## src/verilog/dfc_cfg.svh

```systemverilog
// Purpose: Offsets, field positions and reset values of the function-control block
// Assumes: APB byte addresses, one aligned 32-bit word per register
// Notes:   Definitions only
`ifndef DFC_CFG_SVH
`define DFC_CFG_SVH

// ==========================================================
// Register offsets
`define DFC_OFF_FUNC_CTRL   12'h000
`define DFC_OFF_UTIL        12'h004
`define DFC_OFF_IRQ_STATUS  12'h008
`define DFC_OFF_IRQ_MASK    12'h00c
`define DFC_OFF_STATUS      12'h010

// ==========================================================
// Function-control fields
`define DFC_BIT_RD_POISON_RPT   31
`define DFC_BIT_WR_POISON_RPT   30
`define DFC_BIT_IGN_MGR_POISON  29
`define DFC_BIT_RD_CHUNK_DIS    28
`define DFC_BIT_STRICT_ASSOC    25
`define DFC_BIT_RES_WAIT_CMD    19
`define DFC_BIT_PWR_REFUSE      18
`define DFC_BIT_NO_CACHE_CORR   17
`define DFC_BIT_RES_WAIT_SEARCH 16
`define DFC_CGO_MSB             10
`define DFC_FCTL_WMASK          32'hf20f07ff
`define DFC_FCTL_RESET          32'h00000000
`define DFC_UTIL_RESET          32'h00000000

// ==========================================================
// Interrupt status bits
`define DFC_IRQ_RD_POISON   0
`define DFC_IRQ_WR_REJECT   1
`define DFC_IRQ_PWR_DENY    2
`define DFC_IRQ_W           3

// ==========================================================
// Cache attribute values
`define DFC_CACHE_CORRECTED 4'hf
`define DFC_CACHE_IDX       4'h3

`endif

```

## src/verilog/dfc_pkg.sv

```systemverilog
// Purpose: Shared types of the function-control block
// Assumes: Constants live in dfc_cfg.svh
// Notes:   Types only
package dfc_pkg;
    typedef enum logic [1:0] {
        DFC_Q_RUN,
        DFC_Q_ACCEPT,
        DFC_Q_DENY
    } dfc_qstate_t;
endpackage

```

## src/verilog/dfc_qchan.sv

```systemverilog
// Purpose: Q-Channel power-down handshake with a software refuse override
// Assumes: qreq_n comes from another domain and is synchronised here
// Notes:   Accepts only when the block is idle
`include "dfc_cfg.svh"
`timescale 1ns/1ps
`default_nettype none
module dfc_qchan
    import dfc_pkg::*;
(
    // Clock and reset
    input  wire logic pclk,
    input  wire logic presetn,
    // Control
    input  wire logic refuse,
    input  wire logic idle,
    // Q-Channel
    input  wire logic qreq_n,
    output logic      qaccept_n,
    output logic      power_request_refuse,
    output logic      qactive,
    output logic      deny_evt
);
    // ==========================================================
    // Synchroniser
    logic        sync1_r;
    logic        sync2_r;
    dfc_qstate_t st_r;
    dfc_qstate_t st_nxt;

    always_ff @(posedge pclk or negedge presetn) begin
        if (!presetn) begin
            sync1_r <= 1'b1;
            sync2_r <= 1'b1;
            st_r    <= DFC_Q_RUN;
        end else begin
            sync1_r <= qreq_n;
            sync2_r <= sync1_r;
            st_r    <= st_nxt;
        end
    end

    // ==========================================================
    // Handshake
    always_comb begin
        st_nxt   = st_r;
        deny_evt = 1'b0;
        case (st_r)
            DFC_Q_RUN: begin
                if (!sync2_r) begin
                    // Refuse beats idle so software can pin the block awake
                    if (refuse || !idle) begin
                        st_nxt   = DFC_Q_DENY;
                        deny_evt = 1'b1;
                    end else begin
                        st_nxt = DFC_Q_ACCEPT;
                    end
                end
            end
            DFC_Q_ACCEPT: if (sync2_r) st_nxt = DFC_Q_RUN;
            DFC_Q_DENY:   if (sync2_r) st_nxt = DFC_Q_RUN;
            default:      st_nxt = DFC_Q_RUN;
        endcase
    end

    assign qaccept_n = (st_r != DFC_Q_ACCEPT);
    assign power_request_refuse     = (st_r == DFC_Q_DENY);
    assign qactive   = !idle;

    property p_refuse_never_accepts;
        @(posedge pclk) disable iff (!presetn)
        (st_r == DFC_Q_RUN && !sync2_r && refuse) |=> power_request_refuse && qaccept_n;
    endproperty
    a_refuse_never_accepts: assert property (p_refuse_never_accepts)
        else $error("Power request accepted while refuse set");
endmodule // dfc_qchan
`default_nettype wire

```

## src/verilog/dfc_poison.sv

```systemverilog
// Purpose: Poison reporting and write rejection for RAM, manager and subordinate paths
// Assumes: All inputs are on pclk
// Notes:   Outputs registered
`include "dfc_cfg.svh"
`timescale 1ns/1ps
`default_nettype none
module dfc_poison (
    // Clock and reset
    input  wire logic pclk,
    input  wire logic presetn,
    // Controls
    input  wire logic rd_report_en,
    input  wire logic wr_report_en,
    input  wire logic ignore_mgr,
    // Internal RAM reads
    input  wire logic ram_rd_valid,
    input  wire logic ram_rd_corrupt,
    // Subordinate writes
    input  wire logic sub_wr_valid,
    input  wire logic sub_wr_poison,
    // Manager read data
    input  wire logic mgr_rd_valid,
    input  wire logic mgr_rd_poison,
    // Results
    output logic      rd_poison_flag,
    output logic      sub_wr_reject,
    output logic      mgr_rd_error,
    output logic      rd_evt,
    output logic      wr_evt
);
    logic rd_r, rd_nxt;
    logic rej_r, rej_nxt;
    logic mge_r, mge_nxt;

    always_comb begin
        rd_nxt  = rd_report_en && ram_rd_valid && ram_rd_corrupt;
        rej_nxt = wr_report_en && sub_wr_valid && sub_wr_poison;
        mge_nxt = !ignore_mgr && mgr_rd_valid && mgr_rd_poison;
    end

    always_ff @(posedge pclk or negedge presetn) begin
        if (!presetn) begin
            rd_r  <= 1'b0;
            rej_r <= 1'b0;
            mge_r <= 1'b0;
        end else begin
            rd_r  <= rd_nxt;
            rej_r <= rej_nxt;
            mge_r <= mge_nxt;
        end
    end

    assign rd_poison_flag = rd_r;
    assign sub_wr_reject  = rej_r;
    assign mgr_rd_error   = mge_r;
    assign rd_evt         = rd_r;
    assign wr_evt         = rej_r;

    property p_reject_poison;
        @(posedge pclk) disable iff (!presetn)
        (wr_report_en && sub_wr_valid && sub_wr_poison) |=> sub_wr_reject;
    endproperty
    a_reject_poison: assert property (p_reject_poison)
        else $error("Poisoned write not rejected");

    property p_read_poison;
        @(posedge pclk) disable iff (!presetn)
        (ram_rd_valid && ram_rd_corrupt) |=> (rd_poison_flag == $past(rd_report_en));
    endproperty
    a_read_poison: assert property (p_read_poison)
        else $error("Read poison report wrong");

    property p_ignore_mgr;
        @(posedge pclk) disable iff (!presetn)
        ignore_mgr |=> !mgr_rd_error;
    endproperty
    a_ignore_mgr: assert property (p_ignore_mgr)
        else $error("Manager poison not ignored");
endmodule // dfc_poison
`default_nettype wire

```

## src/verilog/dfc_top.sv

```systemverilog
// Purpose: Distributor function-control register bank over APB and its control outputs
// Assumes: Single pclk domain; pprot[1] low marks a Secure access
// Notes:   Local chip only; nothing here is forwarded to remote chips
//
// Implementation choices: the placing of the registers and register access over APB.
`include "dfc_cfg.svh"
`timescale 1ns/1ps
`default_nettype none
module dfc_top
    import dfc_pkg::*;
(
    // Clock and reset
    input  wire logic        pclk,
    input  wire logic        presetn,
    // APB slave
    input  wire logic        psel,
    input  wire logic        penable,
    input  wire logic        pwrite,
    input  wire logic [11:0] paddr,
    input  wire logic [31:0] pwdata,
    input  wire logic [3:0]  pstrb,
    input  wire logic [2:0]  pprot,
    output logic      [31:0] prdata,
    output logic             pready,
    output logic             pslverr,
    // Interrupt
    output logic             irq,
    // Poison paths
    input  wire logic        ram_rd_valid,
    input  wire logic        ram_rd_corrupt,
    input  wire logic        sub_wr_valid,
    input  wire logic        sub_wr_poison,
    input  wire logic        mgr_rd_valid,
    input  wire logic        mgr_rd_poison,
    output logic             read_poison_flag,
    output logic             sub_wr_reject,
    output logic             mgr_rd_error,
    // Q-Channel
    input  wire logic        qreq_n,
    input  wire logic        block_idle,
    output logic             qaccept_n,
    output logic             power_request_refuse,
    output logic             qactive,
    // Residency handshakes
    input  wire logic        res_cmd_done,
    input  wire logic        pt_search_done,
    output logic             res_proceed,
    // Controls to the distributor
    output logic             read_chunk_disable,
    output logic             strict_cache_assoc,
    output logic      [3:0]  mgr_cache_attr,
    output logic      [10:0] clock_run,
    output logic      [31:0] cache_utilization_control
);
    // ==========================================================
    // Helpers
    function automatic logic [31:0] apply_strb(input logic [31:0] old,
                                               input logic [31:0] wd,
                                               input logic [3:0]  st);
        logic [31:0] r;
        r = old;
        for (int i = 0; i < 4; i++) begin
            if (st[i]) r[i*8 +: 8] = wd[i*8 +: 8];
        end
        return r;
    endfunction

    // ==========================================================
    // State
    logic [31:0]          fctl_r, fctl_nxt;
    logic [31:0]          util_r, util_nxt;
    logic [`DFC_IRQ_W-1:0] ist_r, ist_nxt;
    logic [`DFC_IRQ_W-1:0] imask_r, imask_nxt;
    logic [31:0]          rdata_r, rdata_nxt;
    logic                 err_r, err_nxt;
    logic                 rd_evt, wr_evt, deny_evt;
    logic                 wr_acc, rd_acc, secure, acc_wait_r;

    // Writes and the read-clear act only at the edge that completes the access
    assign wr_acc = psel && penable && acc_wait_r && pwrite;
    assign rd_acc = psel && penable && acc_wait_r && !pwrite;
    assign secure = !pprot[1];

    // ==========================================================
    // Submodules
    dfc_poison u_poison (
        .pclk           (pclk),
        .presetn        (presetn),
        .rd_report_en   (fctl_r[`DFC_BIT_RD_POISON_RPT]),
        .wr_report_en   (fctl_r[`DFC_BIT_WR_POISON_RPT]),
        .ignore_mgr     (fctl_r[`DFC_BIT_IGN_MGR_POISON]),
        .ram_rd_valid   (ram_rd_valid),
        .ram_rd_corrupt (ram_rd_corrupt),
        .sub_wr_valid   (sub_wr_valid),
        .sub_wr_poison  (sub_wr_poison),
        .mgr_rd_valid   (mgr_rd_valid),
        .mgr_rd_poison  (mgr_rd_poison),
        .rd_poison_flag (read_poison_flag),
        .sub_wr_reject  (sub_wr_reject),
        .mgr_rd_error   (mgr_rd_error),
        .rd_evt         (rd_evt),
        .wr_evt         (wr_evt)
    );

    dfc_qchan u_qchan (
        .pclk      (pclk),
        .presetn   (presetn),
        .refuse    (fctl_r[`DFC_BIT_PWR_REFUSE]),
        .idle      (block_idle),
        .qreq_n    (qreq_n),
        .qaccept_n (qaccept_n),
        .power_request_refuse     (power_request_refuse),
        .qactive   (qactive),
        .deny_evt  (deny_evt)
    );

    // ==========================================================
    // Register writes and reads
    always_comb begin
        fctl_nxt  = fctl_r;
        util_nxt  = util_r;
        imask_nxt = imask_r;
        rdata_nxt = 32'h00000000;
        err_nxt   = 1'b0;
        // Set wins over a read-clear in the same cycle
        ist_nxt   = ist_r;
        // Clear only the bits the read returned; an event after the sample survives
        if (rd_acc && paddr == `DFC_OFF_IRQ_STATUS) begin
            ist_nxt = ist_r & ~rdata_r[`DFC_IRQ_W-1:0];
        end
        ist_nxt[`DFC_IRQ_RD_POISON] = ist_nxt[`DFC_IRQ_RD_POISON] | rd_evt;
        ist_nxt[`DFC_IRQ_WR_REJECT] = ist_nxt[`DFC_IRQ_WR_REJECT] | wr_evt;
        ist_nxt[`DFC_IRQ_PWR_DENY]  = ist_nxt[`DFC_IRQ_PWR_DENY] | deny_evt;
        case (paddr)
            `DFC_OFF_FUNC_CTRL: begin
                // Non-secure writes are dropped and flagged; reads return zero
                if (!secure) begin
                    err_nxt = 1'b1;
                end else if (wr_acc) begin
                    fctl_nxt = apply_strb(fctl_r, pwdata, pstrb) & `DFC_FCTL_WMASK;
                end else begin
                    rdata_nxt = fctl_r;
                end
            end
            `DFC_OFF_UTIL: begin
                // Any security state may reach this one
                if (wr_acc) util_nxt = apply_strb(util_r, pwdata, pstrb);
                rdata_nxt = util_r;
            end
            `DFC_OFF_IRQ_STATUS: rdata_nxt = {{(32-`DFC_IRQ_W){1'b0}}, ist_r};
            `DFC_OFF_IRQ_MASK: begin
                if (wr_acc) imask_nxt = pwdata[`DFC_IRQ_W-1:0];
                rdata_nxt = {{(32-`DFC_IRQ_W){1'b0}}, imask_r};
            end
            `DFC_OFF_STATUS: rdata_nxt = {29'h0, power_request_refuse, !qaccept_n, res_proceed};
            default: begin
                err_nxt = 1'b1;
            end
        endcase
        if (!(psel && penable)) begin
            rdata_nxt = prdata;
            err_nxt   = 1'b0;
        end
    end

    always_ff @(posedge pclk or negedge presetn) begin
        if (!presetn) begin
            fctl_r  <= `DFC_FCTL_RESET;
            util_r  <= `DFC_UTIL_RESET;
            ist_r   <= '0;
            imask_r <= '0;
            rdata_r <= 32'h00000000;
            err_r   <= 1'b0;
        end else begin
            fctl_r  <= fctl_nxt;
            util_r  <= util_nxt;
            ist_r   <= ist_nxt;
            imask_r <= imask_nxt;
            rdata_r <= rdata_nxt;
            err_r   <= err_nxt;
        end
    end

    // Read data is registered, so every access waits one cycle in its access phase
    always_ff @(posedge pclk or negedge presetn) begin
        if (!presetn) acc_wait_r <= 1'b0;
        else          acc_wait_r <= psel && penable && !acc_wait_r;
    end

    // ==========================================================
    // Outputs
    // Registers only ever leave this block as local controls; no remote copy exists
    assign pready  = acc_wait_r;
    assign prdata  = rdata_r;
    assign pslverr = acc_wait_r && err_r;
    assign irq     = |(ist_r & imask_r);

    assign read_chunk_disable        = fctl_r[`DFC_BIT_RD_CHUNK_DIS];
    assign strict_cache_assoc        = fctl_r[`DFC_BIT_STRICT_ASSOC];
    assign clock_run                 = fctl_r[`DFC_CGO_MSB:0];
    assign cache_utilization_control = util_r;
    assign mgr_cache_attr = fctl_r[`DFC_BIT_NO_CACHE_CORR] ?
                            `DFC_CACHE_IDX : `DFC_CACHE_CORRECTED;

    // Residency may go ahead only when each enabled wait is satisfied
    assign res_proceed = (!fctl_r[`DFC_BIT_RES_WAIT_CMD] || res_cmd_done) &&
                         (!fctl_r[`DFC_BIT_RES_WAIT_SEARCH] || pt_search_done);

    // ==========================================================
    // Checks
    property p_ns_no_write;
        @(posedge pclk) disable iff (!presetn)
        (wr_acc && pprot[1] && paddr == `DFC_OFF_FUNC_CTRL) |=> $stable(fctl_r);
    endproperty
    a_ns_no_write: assert property (p_ns_no_write)
        else $error("Non-secure write changed control");

    property p_reserved_zero;
        @(posedge pclk) disable iff (!presetn)
        (fctl_r & ~`DFC_FCTL_WMASK) == 32'h0;
    endproperty
    a_reserved_zero: assert property (p_reserved_zero)
        else $error("Reserved control bit set");

    property p_util_any;
        @(posedge pclk) disable iff (!presetn)
        (wr_acc && paddr == `DFC_OFF_UTIL && pstrb == 4'hf)
            |=> cache_utilization_control == $past(pwdata);
    endproperty
    a_util_any: assert property (p_util_any)
        else $error("Utilization write lost");

    property p_assoc;
        @(posedge pclk) disable iff (!presetn)
        (wr_acc && secure && paddr == `DFC_OFF_FUNC_CTRL && pstrb[3])
            |=> strict_cache_assoc == $past(pwdata[`DFC_BIT_STRICT_ASSOC]);
    endproperty
    a_assoc: assert property (p_assoc)
        else $error("Associativity output wrong");

    property p_cache_attr;
        @(posedge pclk) disable iff (!presetn)
        fctl_r[`DFC_BIT_NO_CACHE_CORR] |-> mgr_cache_attr == `DFC_CACHE_IDX;
    endproperty
    a_cache_attr: assert property (p_cache_attr)
        else $error("Cache attribute not modified");

    property p_gate;
        @(posedge pclk) disable iff (!presetn)
        ##1 clock_run == $past(fctl_nxt[`DFC_CGO_MSB:0]);
    endproperty
    a_gate: assert property (p_gate)
        else $error("Clock override not following register");

    property p_res_wait;
        @(posedge pclk) disable iff (!presetn)
        (fctl_r[`DFC_BIT_RES_WAIT_CMD] && !res_cmd_done) |-> !res_proceed;
    endproperty
    a_res_wait: assert property (p_res_wait)
        else $error("Residency did not wait on command");

    property p_res_search;
        @(posedge pclk) disable iff (!presetn)
        (fctl_r[`DFC_BIT_RES_WAIT_SEARCH] && !pt_search_done) |-> !res_proceed;
    endproperty
    a_res_search: assert property (p_res_search)
        else $error("Residency did not wait on search");

    property p_pready_pulse;
        @(posedge pclk) disable iff (!presetn)
        pready |=> !pready;
    endproperty
    a_pready_pulse: assert property (p_pready_pulse)
        else $error("Ready held longer than one cycle");

    property p_ns_read_zero;
        @(posedge pclk) disable iff (!presetn)
        (psel && penable && !acc_wait_r && !pwrite && pprot[1] && paddr == `DFC_OFF_FUNC_CTRL)
            |=> prdata == 32'h00000000;
    endproperty
    a_ns_read_zero: assert property (p_ns_read_zero)
        else $error("Non-secure read exposed control");

    property p_event_sticks;
        @(posedge pclk) disable iff (!presetn)
        rd_evt |=> ist_r[`DFC_IRQ_RD_POISON];
    endproperty
    a_event_sticks: assert property (p_event_sticks)
        else $error("Read poison event lost");

    property p_clear_read;
        @(posedge pclk) disable iff (!presetn)
        (rd_acc && paddr == `DFC_OFF_IRQ_STATUS && !rd_evt && !wr_evt && !deny_evt)
            |=> (ist_r & $past(rdata_r[`DFC_IRQ_W-1:0])) == '0;
    endproperty
    a_clear_read: assert property (p_clear_read)
        else $error("Status bits not cleared by read");
endmodule // dfc_top
`default_nettype wire

```

## config.mk

```make
export PLATFORM = sky130hd
export DESIGN_NAME = dfc_top
export DESIGN_NICKNAME = d
export VERILOG_FILES = /design/src/verilog/dfc_pkg.sv /design/src/verilog/dfc_qchan.sv /design/src/verilog/dfc_poison.sv /design/src/verilog/dfc_top.sv
export VERILOG_INCLUDE_DIRS = /design/src /design/src/verilog
export SDC_FILE = /design/constraint.sdc
export NUM_CORES = 1
export LEC_CHECK = 0
export BUFFER_PORTS_ARGS = -buffer_cell sky130_fd_sc_hd__buf_4
export CORE_MARGIN = 10
export CORE_UTILIZATION = 50
export DETAILED_ROUTE_END_ITERATION = 10
export PLACE_DENSITY = 0.78
export SLEW_MARGIN = 20
export SYNTH_ARGS = -nofsm -noshare
export SYNTH_HDL_FRONTEND = slang
export SYNTH_SLANG_ARGS = --single-unit
```

## constraint.sdc

```tcl
create_clock -name pclk -period 4.22 [get_ports pclk]
set_input_delay 0.211 -clock pclk [delete_from_list [all_inputs] [get_ports pclk]]
set_output_delay 0.211 -clock pclk [all_outputs]
set_load 0.01 [all_outputs]
```

==> Word-level counts from Yosys, hierarchy flattened <==
Cells that the tools add are included.
{ "op_classes": {"n_reduce_logical": 39, "eq_ne": 9, "mux": 15, "n_bitwise": 7} }
{ "op_table": {"columns": ["operator", "count"], "rows": [
  ["case mux 32 bit (5 select lines)", 1],
  ["2-to-1 mux 32 bit", 2],
  ["== test 12 x 4 -> 1 bit (second input constant)", 2],
  ["AND reduction 4 bit", 4],
  ["logical AND 1 bit", 14],
  ["== test 12 x 3 -> 1 bit (second input constant)", 1],
  ["== test 12 x 5 -> 1 bit (second input constant)", 1],
  ["logical NOT 12 bit", 1],
  ["AND reduction 3 bit", 4],
  ["logical NOT 1 bit", 7],
  ["bitwise AND 3 bit", 2],
  ["2-to-1 mux 2 bit", 3],
  ["2-to-1 mux 1 bit", 5],
  ["2-to-1 mux 4 bit", 1],
  ["!= test 2 x 1 -> 1 bit (second input constant)", 2],
  ["case mux 2 bit (2 select lines)", 1],
  ["AND reduction 2 bit", 2],
  ["OR reduction 4 bit", 1],
  ["logical OR 1 bit", 3],
  ["2-to-1 mux 3 bit", 1],
  ["NOT 3 bit", 1],
  ["OR 1 bit", 3],
  ["OR reduction 3 bit", 1],
  ["== test 2 x 1 -> 1 bit (second input constant)", 1],
  ["other kinds (6)", 6]
]} }
{ "word_totals": {"output_inout_bits": 91, "reg_bits": 99, "inputBits": 66} }

==> Longest topological paths before layout <==
{ "depth": {"word_depth": 6, "ltp_mapped": 8, "depth_no_buf": 5} }

==> Hierarchy <==
A second synthesis with hierarchy kept.
{ "unflattened": {"cells_unflattened": 328, "area_unflattened_um2": 4445.5} }
{ "modules_own_cells": {"columns": ["mod", "seq_area_each_um2", "cells_each", "n_inst", "area_each_um2"], "rows": [
  ["dfc_top", 2302.2, 300, 1, 4115.2],
  ["dfc_qchan", 102.6, 20, 1, 219.0],
  ["dfc_poison", 75.1, 8, 1, 111.4]
]} }

==> Worst setup path after synthesis <==
OpenSTA, ideal clock, no wires.
{ "synth_timing": {"kind": "input port to flip-flop", "startpoint": "input paddr[9]", "endpoint": "register rdata_r[28], in the netlist prdata[28]", "stages": 8, "required_time_ns": 4.154, "arrival_ns": 1.938, "slack_ns": 2.216, "path_cell_list": "or4_1 buf_2 or4_4 buf_6 nor2b_4 buf_6 buf_12 a221o_1"} }
{ "synth_between": {"elab_chain_cells": 2, "word_cells_on_any_way": 6, "cone_classes": "eq/ne: 4; mux: 1; reduce/logical: 1"} }
{ "synth_rtl": {"columns": ["item", "line", "source"], "rows": [
  ["start: declaration", "dfc_top.sv:19", "input wire logic [11:0] paddr,"],
  ["== test 12 x 5 -> 1 bit (tied with other cells)", "dfc_top.sv:134", "case (paddr)"],
  ["case mux 32 bit (5 select lines) (*)", "dfc_top.sv:134", null],
  ["end signal: assignment", "dfc_top.sv:179", "rdata_r <= rdata_nxt;"],
  ["end: declaration", "dfc_top.sv:74", "logic [31:0] rdata_r, rdata_nxt;"]
]} }
Mark *: on every way between the ends. The rest lies on a longest branch, timed or not.
A chain may end at the register's enable or synchronous reset.

==> Final worst setup path <==
{ "layout_timing": {"startpoint": "input paddr[9]", "endpoint": "register rdata_r[6], in the netlist prdata[6]"} }
The elaborated chain is that of the path after synthesis.

==> impl_metrics.tcl <==
set metrics [dict create \
    synth-seq-cells 99 \
    synth_edf_count 0 \
    timing.critical_path.from "paddr[9]" \
    final_common_cell "buf_4" \
    tritoncts "built" \
    cts_htree_levels 3 \
    slew_headroom 0.3932 \
    instances_no_fill 566 \
    postLayoutCellArea_sq_um 5628 \
    async_flop_share 1.000 \
    ys_types 45 \
    hold_depth 3 \
    hp-class "input port to flip-flop" \
    die_y_um 113.0 \
    antenna_found_initial 0 \
    area.sequential_sq_um 2480 \
    internal-power_mw 1.443 \
    ant_nets 0 \
    rr_worst_depth 4 \
    layout_common_cells "154 x buf_4, 97 x dfrtp_1, 58 x mux2_2" \
    start_util 0.5207 \
    switching_power_uw 420.5 \
    area_growth_pct 30.23 \
    hold_ws_ns 0.06140 \
    ys_seq_area_frac 0.5738 \
    setup_viol_count_final 0 \
    worst_ir_drop_vdd_mv 0.2250 \
    synth_flop_cell "dfrtp_1" \
    coreArea_sq_um 8299 \
    timing_worst_setup_path_type "input port to flip-flop" \
    period_needed_ns 2.322 \
    rsz0062_at_grt "no" \
    grt_pass1_wl_um 19030 \
    min_to "u_poison.mgr_rd_error" \
    rr_startpoint "pready" \
    yosysWarnings 0 \
    place.gp.congestion 0.7703 \
    tns_ns 0 \
    final-max-slew-violation-count 0 \
    portBuffers 152 \
    wl_per_cell_um 21.22 \
    cts_root_buffer "clkbuf_8" \
    multi_input_area_sq_um 1567 \
    vias 3136 \
    grt_util_all_layers 0.1864 \
    grt-ovfl-total 0 \
    reg2reg_to "cache_utilization_control[6]" \
    p_sw_frac 0.2256 \
    die-area_sq_um 12760 \
    dp_cells 549 \
    clkPwrFrac 0.401 \
    antenna_cells 0 \
    pwr_density_cell_nw_per_um2 331.2 \
    status "complete, no violations" \
    cp-end-kind "flip-flop" \
    cts.path.max_buffers 2 \
    grt_pass1_vias 3484 \
    finalHoldViolCount 0 \
    maxCapViolCount 0 \
    final_nets 526 \
    fin_crit_sh 0.5503 \
    critPathRequiredTime_ns 4.51 \
    syn-cell-area_sq_um 4322 \
    detail_route.iter0.violations 119 \
    postPlaceCellArea_sq_um 5360 \
    cts_sinks 99 \
    drc 0 \
    critical_path.max_fanout 29 \
    nFillCells 625 \
    drt_pass1_iterations 4 \
    pin_count 157 \
    cts_buffers 9 \
    insertion_delay_ns 0.36 \
    vias_per_cell 5.541 \
    p_seq_frac 0.517 \
    rows 33 \
    rrSetupSlack_ns 2.09 \
    postCtsSetupRepairBufs 0 \
    fmax_mhz 430.6 \
    power.leakage_nw 2.968 \
    tightest_slew_ns 0.9102 \
    clk_pin_slew_ns 0.10 \
    avgSynthCellArea_sq_um 13.38 \
    critPathLaunchType "input port" \
    finalPower_mw 1.864 \
    dp_hpwl_um 8906 \
    hp-start "mgr_rd_valid" \
    p_comb_frac 0.082 \
    die_x_um 113.0 \
    skew_ns 0.009843 \
    grt_max_degree 72 \
    drive_above_1_share 0.5271 \
    finalWirelength_um 12010 \
    post_cts_resized 0 \
    synthCells 323 \
    arrival_ns 2.61 \
]
[routing by layer]
metal,global-route usage,wire length [um]
met5,0,0
met4,0.06430,165
met3,0.09139,1423
met2,0.2969,5835
met1,0.2138,4585
[flip-flops by register name, indices dropped and copies added, names as in the netlist]
name	flops
cache_utilization_control	32
err_r	1
fctl_r	20
imask_r	3
ist_r	3
prdata	32
pready	1
u_poison.mgr_rd_error	1
u_poison.rd_evt	1
u_poison.sub_wr_reject	1
u_qchan.st_r	2
u_qchan.sync1_r	1
u_qchan.sync2_r	1
[synthesized netlist by cell type (2+ instances only)]
library cell,count,area (sq um)
buf_2,7,35.03
a21oi_1,2,10.01
nor3_1,5,25.02
a22oi_1,3,22.52
nand3_1,2,10.01
dfrtp_1,97,2427
and2_1,18,112.6
or3_2,2,15.01
a221o_1,10,100.1
and3_1,10,62.56
buf_6,4,45.04
mux2_2,58,653.1
or4_1,2,15.01
nor2b_1,3,18.77
ha_1,3,37.54
a221o_2,7,78.83
nor4_1,2,12.51
nand3b_1,2,15.01
inv_1,7,26.28
a22o_1,12,105.1
nand2_1,10,37.54
clkbuf_1,6,22.52
nand2b_1,4,25.02
o21ai_0,6,30.03
nor2_1,4,15.01
buf_4,14,105.1
a222oi_1,3,30.03
buf_12,2,40.04
dfstp_2,2,52.55
[metrics by stage]
stage	util	setup WS (ns)
after floorplan	-	2.216
after global placement	0.6459	1.565
after detailed placement	0.6459	1.537
after CTS	0.6781	1.913
after global routing	0.6781	1.797
final	0.6781	1.898
[cells by family (layout without fill, tap and decap cells)]
kind of cell,Yosys count,in the layout,share of synthesized area
adders and majority gates,3,3,0.008687
DFF,99,99,0.5738
other,1,2,0.0008677
muxes,59,59,0.1534
AOI/OAI and AO/OA,47,47,0.09410
buffers and inverters,41,178,0.06456
and+or+nand+nor,73,73,0.1045
[worst max-delay path by stage]
stage,endpoint,slack [ns],cells after the start
after global routing,prdata[9],1.80,5
final,prdata[6],1.90,5
after floorplan,prdata[28],2.22,8
after CTS,prdata[16],1.91,5
after global placement,prdata[10],1.57,5
after detailed placement,prdata[16],1.54,5
[power by group through the flow]
stage / clock (mW) / combinational [mW] / sequential, mW
final: 0.746 / 0.154 / 0.964
after global routing: 0.796 / 0.170 / 0.966
after CTS: 0.756 / 0.156 / 0.964
after detailed placement: 0 / 0.154 / 0.982
after global placement: 0 / 0.147 / 0.982
after floorplan: 0 / 0.0601 / 0.982
[repair_timing]
item,CTS,global route
hold buffers,2,0
endpoints found under the hold margin,10,0
setup endpoints to repair,0,0
[critical path, stage by stage]
cell	delay, ns
buf_4	0.10
or4_1	0.70
or4_4	0.63
nor2_4	0.67
a221o_1	0.27
[final cells by class]
| type | instances | share of cell area |
|---|---|---|
| Clock buffer | 10 | 0.02446 |
| Clock inverter | 5 | 0.01956 |
| Inverter | 7 | 0.004669 |
| Multi-Input combinational cell | 184 | 0.2783 |
| Sequential cell | 99 | 0.4406 |
| Tap cell | 105 | 0.02334 |
| Timing Repair Buffer | 156 | 0.2090 |
Power figures use the tool's default switching activity.
